$ cat config.mk
export PLATFORM = sky130hd
export DESIGN_NAME = prst_top
export DESIGN_NICKNAME = d
export VERILOG_FILES = /design/src/logic/prst_pkg.sv /design/src/logic/prst_por.sv /design/src/logic/prst_req.sv /design/src/logic/prst_top.sv
export SDC_FILE = /design/constraint.sdc
export NUM_CORES = 1
export LEC_CHECK = 0
export BUFFER_PORTS_ARGS = -buffer_cell sky130_fd_sc_hd__buf_2
export CAP_MARGIN = 40
export CELL_PAD_IN_SITES_DETAIL_PLACEMENT = 0
export CELL_PAD_IN_SITES_GLOBAL_PLACEMENT = 1
export CORE_UTILIZATION = 43
export DETAILED_ROUTE_END_ITERATION = 10
export PLACE_DENSITY = 0.89
export SYNTH_ARGS = -nofsm -noshare
export SYNTH_HDL_FRONTEND = slang
export SYNTH_SLANG_ARGS = --single-unit
$ cat constraint.sdc
create_clock -name CLK_I -period 4.2 [get_ports CLK_I]
set_input_delay 0.42 -clock CLK_I [delete_from_list [all_inputs] [get_ports CLK_I]]
set_output_delay 0.42 -clock CLK_I [all_outputs]
set_load 0.005 [all_outputs]
$ cat src/logic/prst_pkg.sv
/*
  Constants and types for the processor reset interface.
  Assumes a single 40 MHz clock; all users import the whole package.
*/
package prst_pkg;
  localparam int unsigned PRST_CLK_MHZ = 40;
  // Least hold of an external reset input, in clock cycles
  localparam int unsigned PRST_MIN_HOLD = 8;
  // Power-on reset stretch, in clock cycles
  localparam int unsigned PRST_POR_CYCLES = 16;
  // Request stays up this many cycles after the matching input
  localparam int unsigned PRST_REQ_TAIL = 2;
  localparam int unsigned PRST_CNT_W = 5;
  localparam logic [1:0] PRST_TYPE_NONE = 2'h0;
  localparam logic [1:0] PRST_TYPE_CORE = 2'h1;
  localparam logic [1:0] PRST_TYPE_CHIP = 2'h2;
  localparam logic [1:0] PRST_TYPE_SYS = 2'h3;
  localparam logic [1:0] PRST_MRR_RST = 2'h0;
  localparam logic [PRST_CNT_W-1:0] PRST_CNT_ZERO = 5'h00;
  localparam logic [PRST_CNT_W-1:0] PRST_CNT_ONE = 5'h01;
  localparam logic [1:0] PRST_TAIL_ZERO = 2'h0;
  localparam logic [1:0] PRST_TAIL_ONE = 2'h1;

  typedef enum logic [1:0] {
    PRST_REQ_IDLE,
    PRST_REQ_WAIT,
    PRST_REQ_TAILING
  } prst_req_e;

  // Reset type implied by the three input levels
  function automatic logic [1:0] prst_decode(input logic core,
      input logic chip, input logic sys);
    if (!core)
      return PRST_TYPE_NONE;
    else if (chip && sys)
      return PRST_TYPE_SYS;
    else if (chip)
      return PRST_TYPE_CHIP;
    else
      return PRST_TYPE_CORE;
  endfunction
endpackage

$ cat src/logic/prst_por.sv
/*
  Power-on reset generator: holds all internal reset levels for a fixed
  number of cycles after the first clock edges.
  Assumes RST_I is pulsed once at start so the counter begins at zero.
*/
`timescale 1ns/10ps
module prst_por
  import prst_pkg::*;
(
  input wire logic clk_i,
  input wire logic rst_i,
  output logic por_o
);
  logic [PRST_CNT_W-1:0] cnt_q;

  // Restart on the system reset line so a simulation can start cleanly
  always_ff @(posedge clk_i) begin
    if (rst_i)
      cnt_q <= PRST_CNT_ZERO;
    else if (cnt_q != PRST_CNT_W'(PRST_POR_CYCLES))
      cnt_q <= cnt_q + PRST_CNT_ONE;
  end

  assign por_o = (cnt_q != PRST_CNT_W'(PRST_POR_CYCLES));
endmodule

$ cat src/logic/prst_req.sv
/*
  One reset-request channel: latches a request, then holds it until
  two cycles after the matching reset input is seen.
  Assumes request pulses and reset input are synchronous to clk_i.
*/
`timescale 1ns/10ps
module prst_req
  import prst_pkg::*;
(
  input wire logic clk_i,
  input wire logic rst_i,
  input wire logic raise_i,
  input wire logic reset_in_i,
  output logic req_o
);
  prst_req_e state_q;
  logic [1:0] tail_q;

  always_ff @(posedge clk_i) begin
    if (rst_i) begin
      state_q <= PRST_REQ_IDLE;
      tail_q <= PRST_TAIL_ZERO;
    end else begin
      case (state_q)
        PRST_REQ_IDLE: begin
          if (raise_i)
            state_q <= PRST_REQ_WAIT;
        end
        PRST_REQ_WAIT: begin
          if (reset_in_i) begin
            state_q <= PRST_REQ_TAILING;
            tail_q <= PRST_TAIL_ONE;
          end
        end
        PRST_REQ_TAILING: begin
          if (tail_q == 2'(PRST_REQ_TAIL))
            state_q <= PRST_REQ_IDLE;
          else
            tail_q <= tail_q + PRST_TAIL_ONE;
        end
        default: state_q <= PRST_REQ_IDLE;
      endcase
    end
  end

  assign req_o = (state_q != PRST_REQ_IDLE);
endmodule

$ cat src/logic/prst_top.sv
/*
  Processor reset interface: request outputs, power-on generation,
  reset-type recording and the derived internal reset levels.
  Assumes external reset logic drives the inputs synchronously to CLK_I.
*/
`timescale 1ns/10ps
// Functional notes
// - Combinations: core, +chip, +system, +test reset
// - Record 01 core, 10 chip, 11 system
// - Power-on asserts all four sixteen cycles
// - Request holds two cycles past matching input
// - Debug field or watchdog raises typed request
// - Requests alone reset nothing
// - Core input resets core, caches, controllers
// - Core input low: no reset, no record (system input still resets test-access unit)
// - Chip input only records chip type
// - System input resets test-access unit only
// - Active-low test reset resets all logic
module prst_top
  import prst_pkg::*;
(
  input wire logic CLK_I,
  input wire logic RST_I,
  input wire logic DEBUG_RESET_WR_I,
  input wire logic [1:0] DEBUG_RESET_FIELD_I,
  input wire logic WATCHDOG_RESET_STATE_I,
  input wire logic [1:0] WATCHDOG_RESET_CONTROL_I,
  input wire logic CORE_RESET_IN_I,
  input wire logic CHIP_RESET_IN_I,
  input wire logic SYSTEM_RESET_IN_I,
  input wire logic TEST_RESET_N_IN_I,
  output logic CORE_RESET_REQUEST_OUT_O,
  output logic CHIP_RESET_REQUEST_OUT_O,
  output logic SYSTEM_RESET_REQUEST_OUT_O,
  output logic [1:0] MOST_RECENT_RESET_FIELD_O,
  output logic CORE_LOGIC_RESET_O,
  output logic TEST_UNIT_RESET_O,
  output logic POR_ACTIVE_O
);
  logic por;
  logic core_eff, chip_eff, sys_eff, test_eff;
  logic [1:0] req_type;
  logic [1:0] in_type;
  logic [1:0] mrr_q;
  logic [1:0] pend_q;
  logic [2:0] raise;
  logic [2:0] req;
  logic core_rst_q, test_rst_q;

  prst_por u_por (
    .clk_i(CLK_I),
    .rst_i(RST_I),
    .por_o(por)
  );

  // Internal power-on drives all four levels together
  assign core_eff = CORE_RESET_IN_I | por;
  assign chip_eff = CHIP_RESET_IN_I | por;
  assign sys_eff = SYSTEM_RESET_IN_I | por;
  assign test_eff = !TEST_RESET_N_IN_I | por;

  // Debug write takes priority over a simultaneous watchdog event
  always_comb begin
    if (DEBUG_RESET_WR_I)
      req_type = DEBUG_RESET_FIELD_I;
    else if (WATCHDOG_RESET_STATE_I)
      req_type = WATCHDOG_RESET_CONTROL_I;
    else
      req_type = PRST_TYPE_NONE;
  end

  assign raise[0] = (req_type == PRST_TYPE_CORE);
  assign raise[1] = (req_type == PRST_TYPE_CHIP);
  assign raise[2] = (req_type == PRST_TYPE_SYS);

  prst_req u_req_core (
    .clk_i(CLK_I),
    .rst_i(RST_I),
    .raise_i(raise[0]),
    .reset_in_i(CORE_RESET_IN_I),
    .req_o(req[0])
  );
  prst_req u_req_chip (
    .clk_i(CLK_I),
    .rst_i(RST_I),
    .raise_i(raise[1]),
    .reset_in_i(CHIP_RESET_IN_I),
    .req_o(req[1])
  );
  prst_req u_req_sys (
    .clk_i(CLK_I),
    .rst_i(RST_I),
    .raise_i(raise[2]),
    .reset_in_i(SYSTEM_RESET_IN_I),
    .req_o(req[2])
  );

  // Requests only signal outward; nothing here is reset by them
  assign CORE_RESET_REQUEST_OUT_O = req[0];
  assign CHIP_RESET_REQUEST_OUT_O = req[1];
  assign SYSTEM_RESET_REQUEST_OUT_O = req[2];

  // Type is taken from the pattern seen while core reset is held;
  // the field is written when core reset releases, i.e. after reset.
  assign in_type = prst_decode(core_eff, chip_eff, sys_eff);

  always_ff @(posedge CLK_I) begin
    if (RST_I)
      pend_q <= PRST_TYPE_NONE;
    else if (core_eff && in_type > pend_q)
      pend_q <= in_type;
    else if (!core_eff)
      pend_q <= PRST_TYPE_NONE;
  end

  always_ff @(posedge CLK_I) begin
    if (RST_I)
      mrr_q <= PRST_MRR_RST;
    else if (!core_eff && pend_q != PRST_TYPE_NONE)
      mrr_q <= pend_q;
  end
  assign MOST_RECENT_RESET_FIELD_O = mrr_q;

  // Registered internal reset levels for core and test-access unit
  always_ff @(posedge CLK_I) begin
    if (RST_I) begin
      core_rst_q <= 1'b1;
      test_rst_q <= 1'b1;
    end else begin
      core_rst_q <= core_eff | test_eff;
      test_rst_q <= sys_eff | test_eff;
    end
  end
  assign CORE_LOGIC_RESET_O = core_rst_q;
  assign TEST_UNIT_RESET_O = test_rst_q;
  assign POR_ACTIVE_O = por;

  // Length of the current power-on stretch, counted apart from the
  // generator so a fault in its counter cannot hide itself
  logic [PRST_CNT_W-1:0] por_len_q;

  always_ff @(posedge CLK_I) begin
    if (RST_I || !por)
      por_len_q <= PRST_CNT_ZERO;
    else if (por_len_q != PRST_CNT_W'(PRST_POR_CYCLES))
      por_len_q <= por_len_q + PRST_CNT_ONE;
  end
endmodule

# Word-level counts from Yosys, hierarchy flattened
# Cells that the tools add are included.
[word_totals]
register_bits = 23
output_inout_bits = 8
inputBits = 12
wordCells = 97
[op_classes]
addsub = 4
reduce_logical = 21
bitwise_logic = 6
order_cmp = 1
n_eq_ne = 26
mux = 28
[op_table]
columns = ["cell", "count"]
rows = [
  ["2-bit 2-to-1 mux", 22],
  ["2-bit one-hot mux with 3 select lines", 3],
  ["3-bit AND reduction", 6],
  ["2-bit equality test (second input constant)", 8],
  ["2-bit by 1-bit inequality test with 1-bit output (second input constant)", 7],
  ["2-bit nonzero test", 7],
  ["2-bit inequality test (second input constant)", 6],
  ["2-bit one-hot mux with 2 select lines", 3],
  ["2-bit by 1-bit equality test with 1-bit output (second input constant)", 4],
  ["2-bit by 1-bit adder with 2-bit output (second input constant)", 3],
  ["2-bit zero test", 3],
  ["1-bit bitwise OR", 6],
  ["5-bit by 1-bit adder with 5-bit output (second input constant)", 1],
  ["5-bit inequality test (second input constant)", 1],
  ["1-bit logical AND", 3],
  ["2-bit > comparator", 1],
  ["1-bit zero test", 2],
]

# Depth between registers and ports, before layout
# Gate-level depths: netlist (run 1).
[logic_depth]
word_depth = 8
depth_mapped = 10
mapped_depth_nobuf = 9

# Hierarchy
# Synthesis (run 1) repeated with hierarchy kept, for this count alone.
[hier_totals]
hier_cells = 135
hier_area_um2 = 1204.9
[modules_own_cells]
columns = ["module", "cells_per_inst", "instances", "seq_area_each_um2", "area_each_um2"]
rows = [
  ["prst_req", 23, 3, 80.1, 198.9],
  ["prst_top", 39, 1, 120.1, 332.8],
  ["prst_por", 27, 1, 100.1, 275.3],
]

# Least setup slack after synthesis (run 1)
# OpenSTA, ideal clock, no wires.
[synth_path]
path_type = "flip-flop to flip-flop"
startpoint = "register u_por.cnt_q[0]"
endpoint = "register pend_q[0]"
path_stages_with_launch = 11
n_path_buf = 1
t_arrival_ns = 1.867
setup_ns = 0.134
period_less_slack_ns = 2.002
required_time_ns = 4.066
setup_slack_ns = 2.198
cell_sequence = "dfxtp_1 -> inv_1 -> ha_1 -> and4bb_1 -> buf_6 -> inv_4 -> a21oi_1 -> ha_1 -> and2_1 -> a2111oi_1 -> a211oi_1"
[synth_between]
elab_chain_cells = 8
elab_cells_between_ends = 12
cone_classes = "order compare (1); eq/ne (2); mux (4); bitwise (3); reduce/logical (2)"
[synth_rtl]
columns = ["item", "line_no", "text"]
rows = [
  ["from (decl)", "prst_por.sv:14", "logic [PRST_CNT_W-1:0] cnt_q;"],
  ["from (signal assigned)", "prst_por.sv:21", "cnt_q <= cnt_q + PRST_CNT_ONE;"],
  ["5-bit inequality test (*)", "prst_por.sv:24", "assign por_o = (cnt_q != PRST_CNT_W'(PRST_POR_CYCLES));"],
  ["named net POR_ACTIVE_O", "prst_top.sv:38", "output logic POR_ACTIVE_O"],
  ["1-bit bitwise OR (on tied branches)", "prst_top.sv:58, prst_top.sv:59", ""],
  ["2-bit 2-to-1 mux / 1-bit logical AND (equally long branches)", "prst_pkg.sv:37, prst_pkg.sv:35", ""],
  ["2-bit 2-to-1 mux", "prst_pkg.sv:35", "else if (chip && sys)"],
  ["2-bit 2-to-1 mux", "prst_pkg.sv:33", "if (!core)"],
  ["2-bit > comparator", "prst_top.sv:110", "else if (core_eff && in_type > pend_q)"],
  ["1-bit logical AND", "prst_top.sv:110", ""],
  ["2-bit by 1-bit inequality test with 1-bit output (no source line) / 2-bit 2-to-1 mux (equally long branches)", "-", ""],
  ["to (signal assigned)", "prst_top.sv:111", "pend_q <= in_type;"],
  ["to (decl)", "prst_top.sv:45", "logic [1:0] pend_q;"],
]
# Mark *: on every way through the listed nets, which the timed path passes. The rest lies on a longest branch.
# A chain may end at the register's enable or synchronous reset.

# Worst setup path after layout (run 1)
[layout_path]
startpoint = "register u_por.cnt_q[0]"
endpoint = "register pend_q[0]"
[layout_between]
elab_chain_cells = 8
elab_cells_between_ends = 12
cone_classes = "order compare (1); eq/ne (2); mux (4); bitwise (3); reduce/logical (2)"
[layout_rtl]
columns = ["item", "line_no"]
rows = [
  ["5-bit inequality test (*)", "prst_por.sv:24"],
  ["1-bit bitwise OR (on tied branches)", "prst_top.sv:58, prst_top.sv:59"],
  ["2-bit 2-to-1 mux / 1-bit logical AND (equally long branches)", "prst_pkg.sv:37, prst_pkg.sv:35"],
  ["2-bit 2-to-1 mux", "prst_pkg.sv:35"],
  ["2-bit 2-to-1 mux", "prst_pkg.sv:33"],
  ["2-bit > comparator", "prst_top.sv:110"],
  ["1-bit logical AND", "prst_top.sv:110"],
  ["2-bit by 1-bit inequality test with 1-bit output (no source line) / 2-bit 2-to-1 mux (equally long branches)", "-"],
]
# Every way passes the cells marked *; elsewhere a longest branch is shown, timed or not.

==> key figures, run 1 <==
Status
  – Outcome: complete, no violations

STA
  – Relative slew slack: approximately 74%
  – FMAX: roughly 0.45 GHz
  – Final setup skew: roughly 0.0082 ns
  – Fin crit period: ~2.2 ns
  – Slew Limit Fails: 0
  – Final Cycle Share: between 50% and 60%
  – Finish-stage setup viols: 0
  – Final setup TNS: 0 ns
  – RSZ-0062 raised after global routing: false
  – Worst Max-Slew Pin Slew: 0.385 ns
  – PnR worst setup slack: just under 2 ns
  – Final hold vios: 0

Final layout
  – Share of cells above drive strength 1: around 22%
  – Fillers: about 230
  – Fin cells: 182
  – Area of the multi-input gates: slightly above 600 µm²
  – Reg area: around 460 µm²
  – Area Overhead vs Synth: 11.6%
  – Layout net count: approximately 170
  – # diodes: 0

Synthesis
  – Mapped Avg Cell Area: about 8.6 µm²
  – Synthesized cell area: ~1200 µm²
  – Register area share after synthesis: 39.9%
  – EDFF count, synth: 0
  – Yosys Warn Count: 0
  – Synth Flop Type: dfxtp_1
  – Syn Nets: about 150
  – Count of state elements after synthesis: 23
  – Synth unique cells: 37
  – Synth Instances: around 130
  – Ys async rst share: 0%

Worst setup path
  – CP dominant cell by count: ha_1
  – Critical Path Max Stage Delay: just over 0.4 ns
  – Crit end category: flop
  – Cell Chain, Critical Path: inv_1 -> ha_1 -> and4bb_1 -> inv_4 -> a21oi_1 -> ha_1 -> and2_1 -> a2111oi_1 -> a211oi_1
  – Reg2reg end: pend_q[0]
  – Critical Path AT: around 2.4 ns
  – Worst path slowest cell: and4bb_1
  – Worst R2R Path Depth: 9
  – WS Path Type: reg2reg
  – Max Fanout on Critical Path: 9
  – Worst path buffer plus inverter count: 2
  – Critical path data required time: roughly 4.4 ns
  – Startpoint types: flop
  – Reg2Reg Setup Slack: 1.97 ns
  – Reg-to-Reg Start: u_por.cnt_q[0]
  – CP top delay family: compound AO/OA/AOI/OAI gates

Global routing
  – Total GRT Usage: 17.3%
  – Largest net degree at the start of global routing: 24
  – Number of global-route vias before repair: approximately 860
  – First-pass GRT wire length: about 3600 µm
  – Initial antenna violation count: 0
  – Congestion Overflow GR: 0

Route
  – Vias post-DR: between 900 and 1000
  – DR pass1 iterations: 4
  – Routed Wire Length: between 2000 and 2500 µm
  – Iter 0 DRT Violations: 15
  – Routed len/inst: roughly 11 µm
  – DRC viols: 0
  – Via density per instance: roughly 5.2
  – Final ANT Viol Nets: 0

Power and ir drop
  – Power Density: 314 nW/µm²
  – VDD IR-drop max: ~0.17 mV
  – Power consumption: between 400 and 500 µW
  – Leak Pwr: 0.539 nW

Worst hold path
  – Worst hold start: TEST_RESET_N_IN_I
  – Min-Delay Endpoint: TEST_UNIT_RESET_O
  – Worst hold path type: in2reg
  – Min-Delay Path Depth: 2

Floorplan
  – Die W: about 54 µm
  – Initial core utilization: a little under half
  – Die area: between 2000 and 3000 µm²
  – Rows: 18
  – Top-level port count: 20
  – Core area: 2500 µm²
  – Die Y-Extent: 53.8 µm

Clocking
  – Root buffer cell: clkbuf_4
  – Clock Sinks: 23
  – # H-tree levels: 1
  – Post-cts repair resize count: 0
  – Clk_lat worst skew: roughly 0.31 ns
  – Hold Buf Count CTS: 0
  – Postcts setup bufs: 0
  – CTS tree: built
  – Longest Clk Path Bufs: 2
  – CTS Buf Count: 3
  – CTS clk-pin slew, worst paths: 0.13 ns

Placed design
  – Placed Instances: between 150 and 200
  – GPL Wtd Cong: approximately 0.72
  – Buffers on Ports: 19
  – Hpwl dp: about 1600 µm
  – DP Worst Slack: ~2.0 ns

Flow run
  – Maxcap violations: 0
how the worst max path moves through the flow:
| stage | cells after the start | start | end | slack, ns |
|---|---|---|---|---|
| after global placement | 9 | u_por.cnt_q[0] | pend_q[0] | 2.10 |
| after CTS | 9 | u_por.cnt_q[0] | pend_q[0] | 1.95 |
| final | 9 | u_por.cnt_q[0] | pend_q[0] | 1.97 |
| after global routing | 9 | u_por.cnt_q[0] | pend_q[0] | 1.71 |
| after floorplan | 10 | u_por.cnt_q[0] | pend_q[0] | 2.20 |
| after detailed placement | 9 | u_por.cnt_q[0] | pend_q[0] | 1.97 |
layout by cell type (no fill, tap or decap):
master	count
inv_4	1
a21o_1	1
a221oi_1	2
and2_1	2
clkinv_2	1
nand2b_1	2
a21oi_1	8
a2111oi_0	1
a31o_2	3
xor2_1	2
a211oi_1	3
nand2_1	12
nor3b_1	1
nand4b_1	1
ha_1	7
and4bb_1	1
and3_1	2
or2_2	5
a2111oi_2	1
buf_2	19
o21a_1	1
or3_1	1
nor3_1	5
dfxtp_1	23
o31ai_1	2
or4b_2	1
inv_1	12
a2111oi_1	1
nor4_1	3
nand3_1	3
nor4b_1	3
xnor2_1	3
nor2_1	10
o21ai_0	4
clkbuf_4	3
nand4_1	1
a31oi_1	1
cell families after synthesis:
| kind of cell | after synthesis | synth area share (%) |
|---|---|---|
| flip-flops | 23 | 39.9 |
| adder cells (fa/ha/maj) | 7 | 7.59 |
| buffers and inverters | 18 | 6.72 |
| AO/OA/AOI/OAI | 28 | 17.0 |
| AND/OR/NAND/NOR | 53 | 24.9 |
| XOR/XNOR | 5 | 3.80 |
cell usage after synthesis, types with 3 or more instances:
master	n	area share (%)
dfxtp_1	23	40
inv_1	12	3.9
nand2_1	12	3.9
nor2_1	10	3.3
a21oi_1	8	3.5
ha_1	7	7.6
nor3_1	5	2.2
or2_2	5	2.7
o21ai_0	4	1.7
a211oi_1	3	2.0
a31o_2	3	2.3
clkbuf_1	3	0.98
nand3_1	3	1.3
nor4_1	3	1.6
nor4b_1	3	2.3
xnor2_1	3	2.3
registers in the layout, summed over array words and instances, names as in the netlist, 2 cells and up:
signal                     count
u_req_core.state_q             2
pend_q                         2
u_req_sys.tail_q               2
u_por.cnt_q                    5
u_req_sys.state_q              2
MOST_RECENT_RESET_FIELD_O      2
u_req_core.tail_q              2
u_req_chip.state_q             2
u_req_chip.tail_q              2
stage by stage:
stage	hold WS (ns)	instance area [µm²]	utilization [%]
3_5_place_dp	0.456	1260	50.4
5_1_grt	0.311	1290	51.5
4_1_cts	0.306	1290	51.5
3_3_place_gp	0.461	1260	50.4
2_1_floorplan	0.450	1150	-
6_report	0.317	1290	51.5
final cells by class:
cell class,count,area share [%]
Clock buffer,3,1.75
Multi-Input combinational cell,93,47.8
Sequential cell,23,35.8
Tap cell,30,2.92
Timing Repair Buffer,19,7.39
Clock inverter,1,0.389
Inverter,13,3.98
where the power goes:
group | switching (mW) | internal, mW
registers | 0.0111 | 0.230
logic | 0.0319 | 0.0287
clock network | 0.0677 | 0.0356
routing by layer:
metal	global-route usage [%]	vias to the layer above	wire (µm)
li1	-	514	-
met1	21.8	424	1000
met2	28.4	12	981
met3	2.54	2	53
met4	8.77	0	12
met5	0	-	0
(Power assumes the default switching activity.)
==> run 2, diff against run 1 <==
--- a/config.mk
+++ b/config.mk
@@ -9,9 +9,9 @@
 export CAP_MARGIN = 40
 export CELL_PAD_IN_SITES_DETAIL_PLACEMENT = 0
 export CELL_PAD_IN_SITES_GLOBAL_PLACEMENT = 1
-export CORE_UTILIZATION = 43
+export CORE_UTILIZATION = 40
 export DETAILED_ROUTE_END_ITERATION = 10
-export PLACE_DENSITY = 0.89
+export PLACE_DENSITY = 0.85
 export SYNTH_ARGS = -nofsm -noshare
 export SYNTH_HDL_FRONTEND = slang
 export SYNTH_SLANG_ARGS = --single-unit
==> constraint.sdc (replaced) <==
create_clock -name CLK_I -period 2.1 [get_ports CLK_I]
set_input_delay 0.21 -clock CLK_I [delete_from_list [all_inputs] [get_ports CLK_I]]
set_output_delay 0.21 -clock CLK_I [all_outputs]
set_load 0.005 [all_outputs]
==> key figures, run 2 (synthesis results as in run 1) <==
Status
  – Outcome: complete, no violations

Clocking
  – Clock Sinks: 23
  – Postcts setup bufs: 0
  – Longest Clk Path Bufs: 2
  – Hold Buf Count CTS: 0
  – CTS Buf Count: 3
  – Clk_lat worst skew: approximately 0.31 ns
  – Root buffer cell: clkbuf_4
  – # H-tree levels: 1
  – CTS clk-pin slew, worst paths: roughly 0.13 ns
  – CTS tree: built

Route
  – Routed len/inst: about 13 µm
  – Iter 0 DRT Violations: 10
  – DRC viols: 0
  – Vias post-DR: 1002
  – Routed Wire Length: roughly 2300 µm
  – DR pass1 iterations: 4
  – Final ANT Viol Nets: 0
  – Via density per instance: between 5 and 6

Power and ir drop
  – Clock Power Share: 25.5%
  – Flop pwr share: 58.9%
  – VDD IR-drop max: 0.332 mV
  – Sw Ratio: around 28%
  – Cell internal pwr: just under 600 µW
  – Net switching power: 227 µW
  – Power Density: 618 nW/µm²
  – Comb power frac: 15.7%
  – Power consumption: around 820 µW
  – Leak Pwr: 0.544 nW

Worst setup path
  – Worst setup path startpoint: u_por.cnt_q[0]
  – Critical path data required time: between 2 and 2.5 ns
  – Reg-to-Reg Start: u_por.cnt_q[0]
  – Reg2reg end: pend_q[1]
  – Worst path buffer plus inverter count: 2
  – Startpoint types: flop
  – Critical Path Max Stage Delay: 0.36 ns
  – CP dominant cell by count: ha_1
  – Critical Path AT: 2.19 ns
  – Max Fanout on Critical Path: 4
  – WS Path Type: reg2reg
  – Worst path slowest cell: dfxtp_2
  – Worst R2R Path Depth: 9
  – Reg2Reg Setup Slack: around 0.12 ns
  – Crit end category: flop
  – CP top delay family: compound AO/OA/AOI/OAI gates
  – Cell Chain, Critical Path: inv_1 -> ha_1 -> and4bb_2 -> inv_4 -> a21oi_2 -> ha_1 -> and2_2 -> a2111oi_4 -> a211oi_1

Final layout
  – Most frequent cells in the layout: 22 x dfxtp_1, 19 x buf_2, 12 x inv_1, 12 x nand2_1, 10 x nor2_1
  – Biggest register: u_por.cnt_q
  – Largest register FFs: 5
  – Most common cell after layout, fill and taps aside: dfxtp_1
  – Area Overhead vs Synth: 15.0%
  – # diodes: 0
  – Share of cells above drive strength 1: 26.0%
  – Layout net count: 174
  – Design area: 1330 µm²

Flow run
  – Maxcap violations: 0

Placed design
  – Hpwl dp: between 1500 and 2000 µm
  – Area after DPL: approximately 1300 µm²
  – GPL Wtd Cong: between 0.7 and 0.8
  – Buffers on Ports: 19

Floorplan
  – Initial core utilization: a little over two fifths
  – Core area: approximately 2700 µm²
  – Die Y-Extent: 55.7 µm
  – Die area: 3100 µm²
  – Top-level port count: 20
  – Rows: 19
  – Die W: roughly 56 µm

STA
  – Final Cycle Share: a little over nine tenths
  – Finish-stage setup viols: 0
  – Hold slack: 0.105 ns
  – Final setup skew: around 0.0031 ns
  – FMAX: just over 0.5 GHz
  – Slew Limit Fails: 0
  – Final hold vios: 0
  – Fin crit period: roughly 2.0 ns
  – Relative slew slack: between 70% and 80%
  – Worst Max-Slew Pin Slew: between 0.3 and 0.4 ns
  – Final setup TNS: 0 ns

Worst hold path
  – Min-Delay Endpoint: CORE_LOGIC_RESET_O
  – Worst hold path type: in2reg
  – Min-Delay Path Depth: 2
  – Worst hold start: TEST_RESET_N_IN_I

Global routing
  – Congestion Overflow GR: 0
  – First-pass GRT wire length: 3970 µm
  – Initial antenna violation count: 0
  – Largest net degree at the start of global routing: 24
  – Total GRT Usage: approximately 16%
  – Number of global-route vias before repair: between 900 and 1000
-- run 2: cell types whose count changed in the layout (fill, tap and decap cells not counted), sizes merged --
cell / delta
buf: +2
clkbuf: +1
clkinv: -1
-- run 2: metal layers --
| layer | GRT usage, % | wire length (µm) |
|---|---|---|
| met1 | 19.4 | 1050 |
| met2 | 28.2 | 1190 |
| met3 | 2.56 | 75 |
| met4 | 7.50 | 18 |
| met5 | 0 | 0 |
-- run 2: worst max path at each step --
stage                      endpoint  slack, ns  cells after the start
after floorplan           pend_q[0]        0.1                     10
after global placement    pend_q[0]       0.19                      9
after detailed placement  pend_q[0]    -0.0009                      9
after CTS                 pend_q[1]       0.04                      9
after global routing      pend_q[0]     -0.005                      9
final                     pend_q[1]       0.12                      9
-- run 2: cell type report --
cell class,count,area [µm²]
repair buffers,21,110
fillers,269,1410
multi-input cells,93,638
well taps,31,38.8
flip-flops and latches,23,462
clock buffers,4,26.3
inverters,13,51.3
-- run 2: stage by stage --
step                      cells  setup WS (ns)  utilization [%]
final                       185          0.116             48.5
after global routing        185       -0.00478             48.5
after floorplan             134         0.0982                -
after detailed placement    181      -0.000892             46.7
after CTS                   185         0.0367             47.8
after global placement      181          0.191             46.7
-- run 2: power groups by stage --
stage	Combinational, mW	Clock (mW)	Sequential [mW]
2_1_floorplan	0.0901	0	0.485
3_3_place_gp	0.117	0	0.490
3_5_place_dp	0.125	0	0.492
4_1_cts	0.126	0.214	0.482
5_1_grt	0.147	0.236	0.487
6_report	0.129	0.209	0.483
-- run 2: what timing repair did --
item / CTS / global route
resized for setup: 2 / 4
pin swaps: 0 / 1
hold endpoints to repair: 0 / 0
endpoints found under the setup margin: 1 / 2
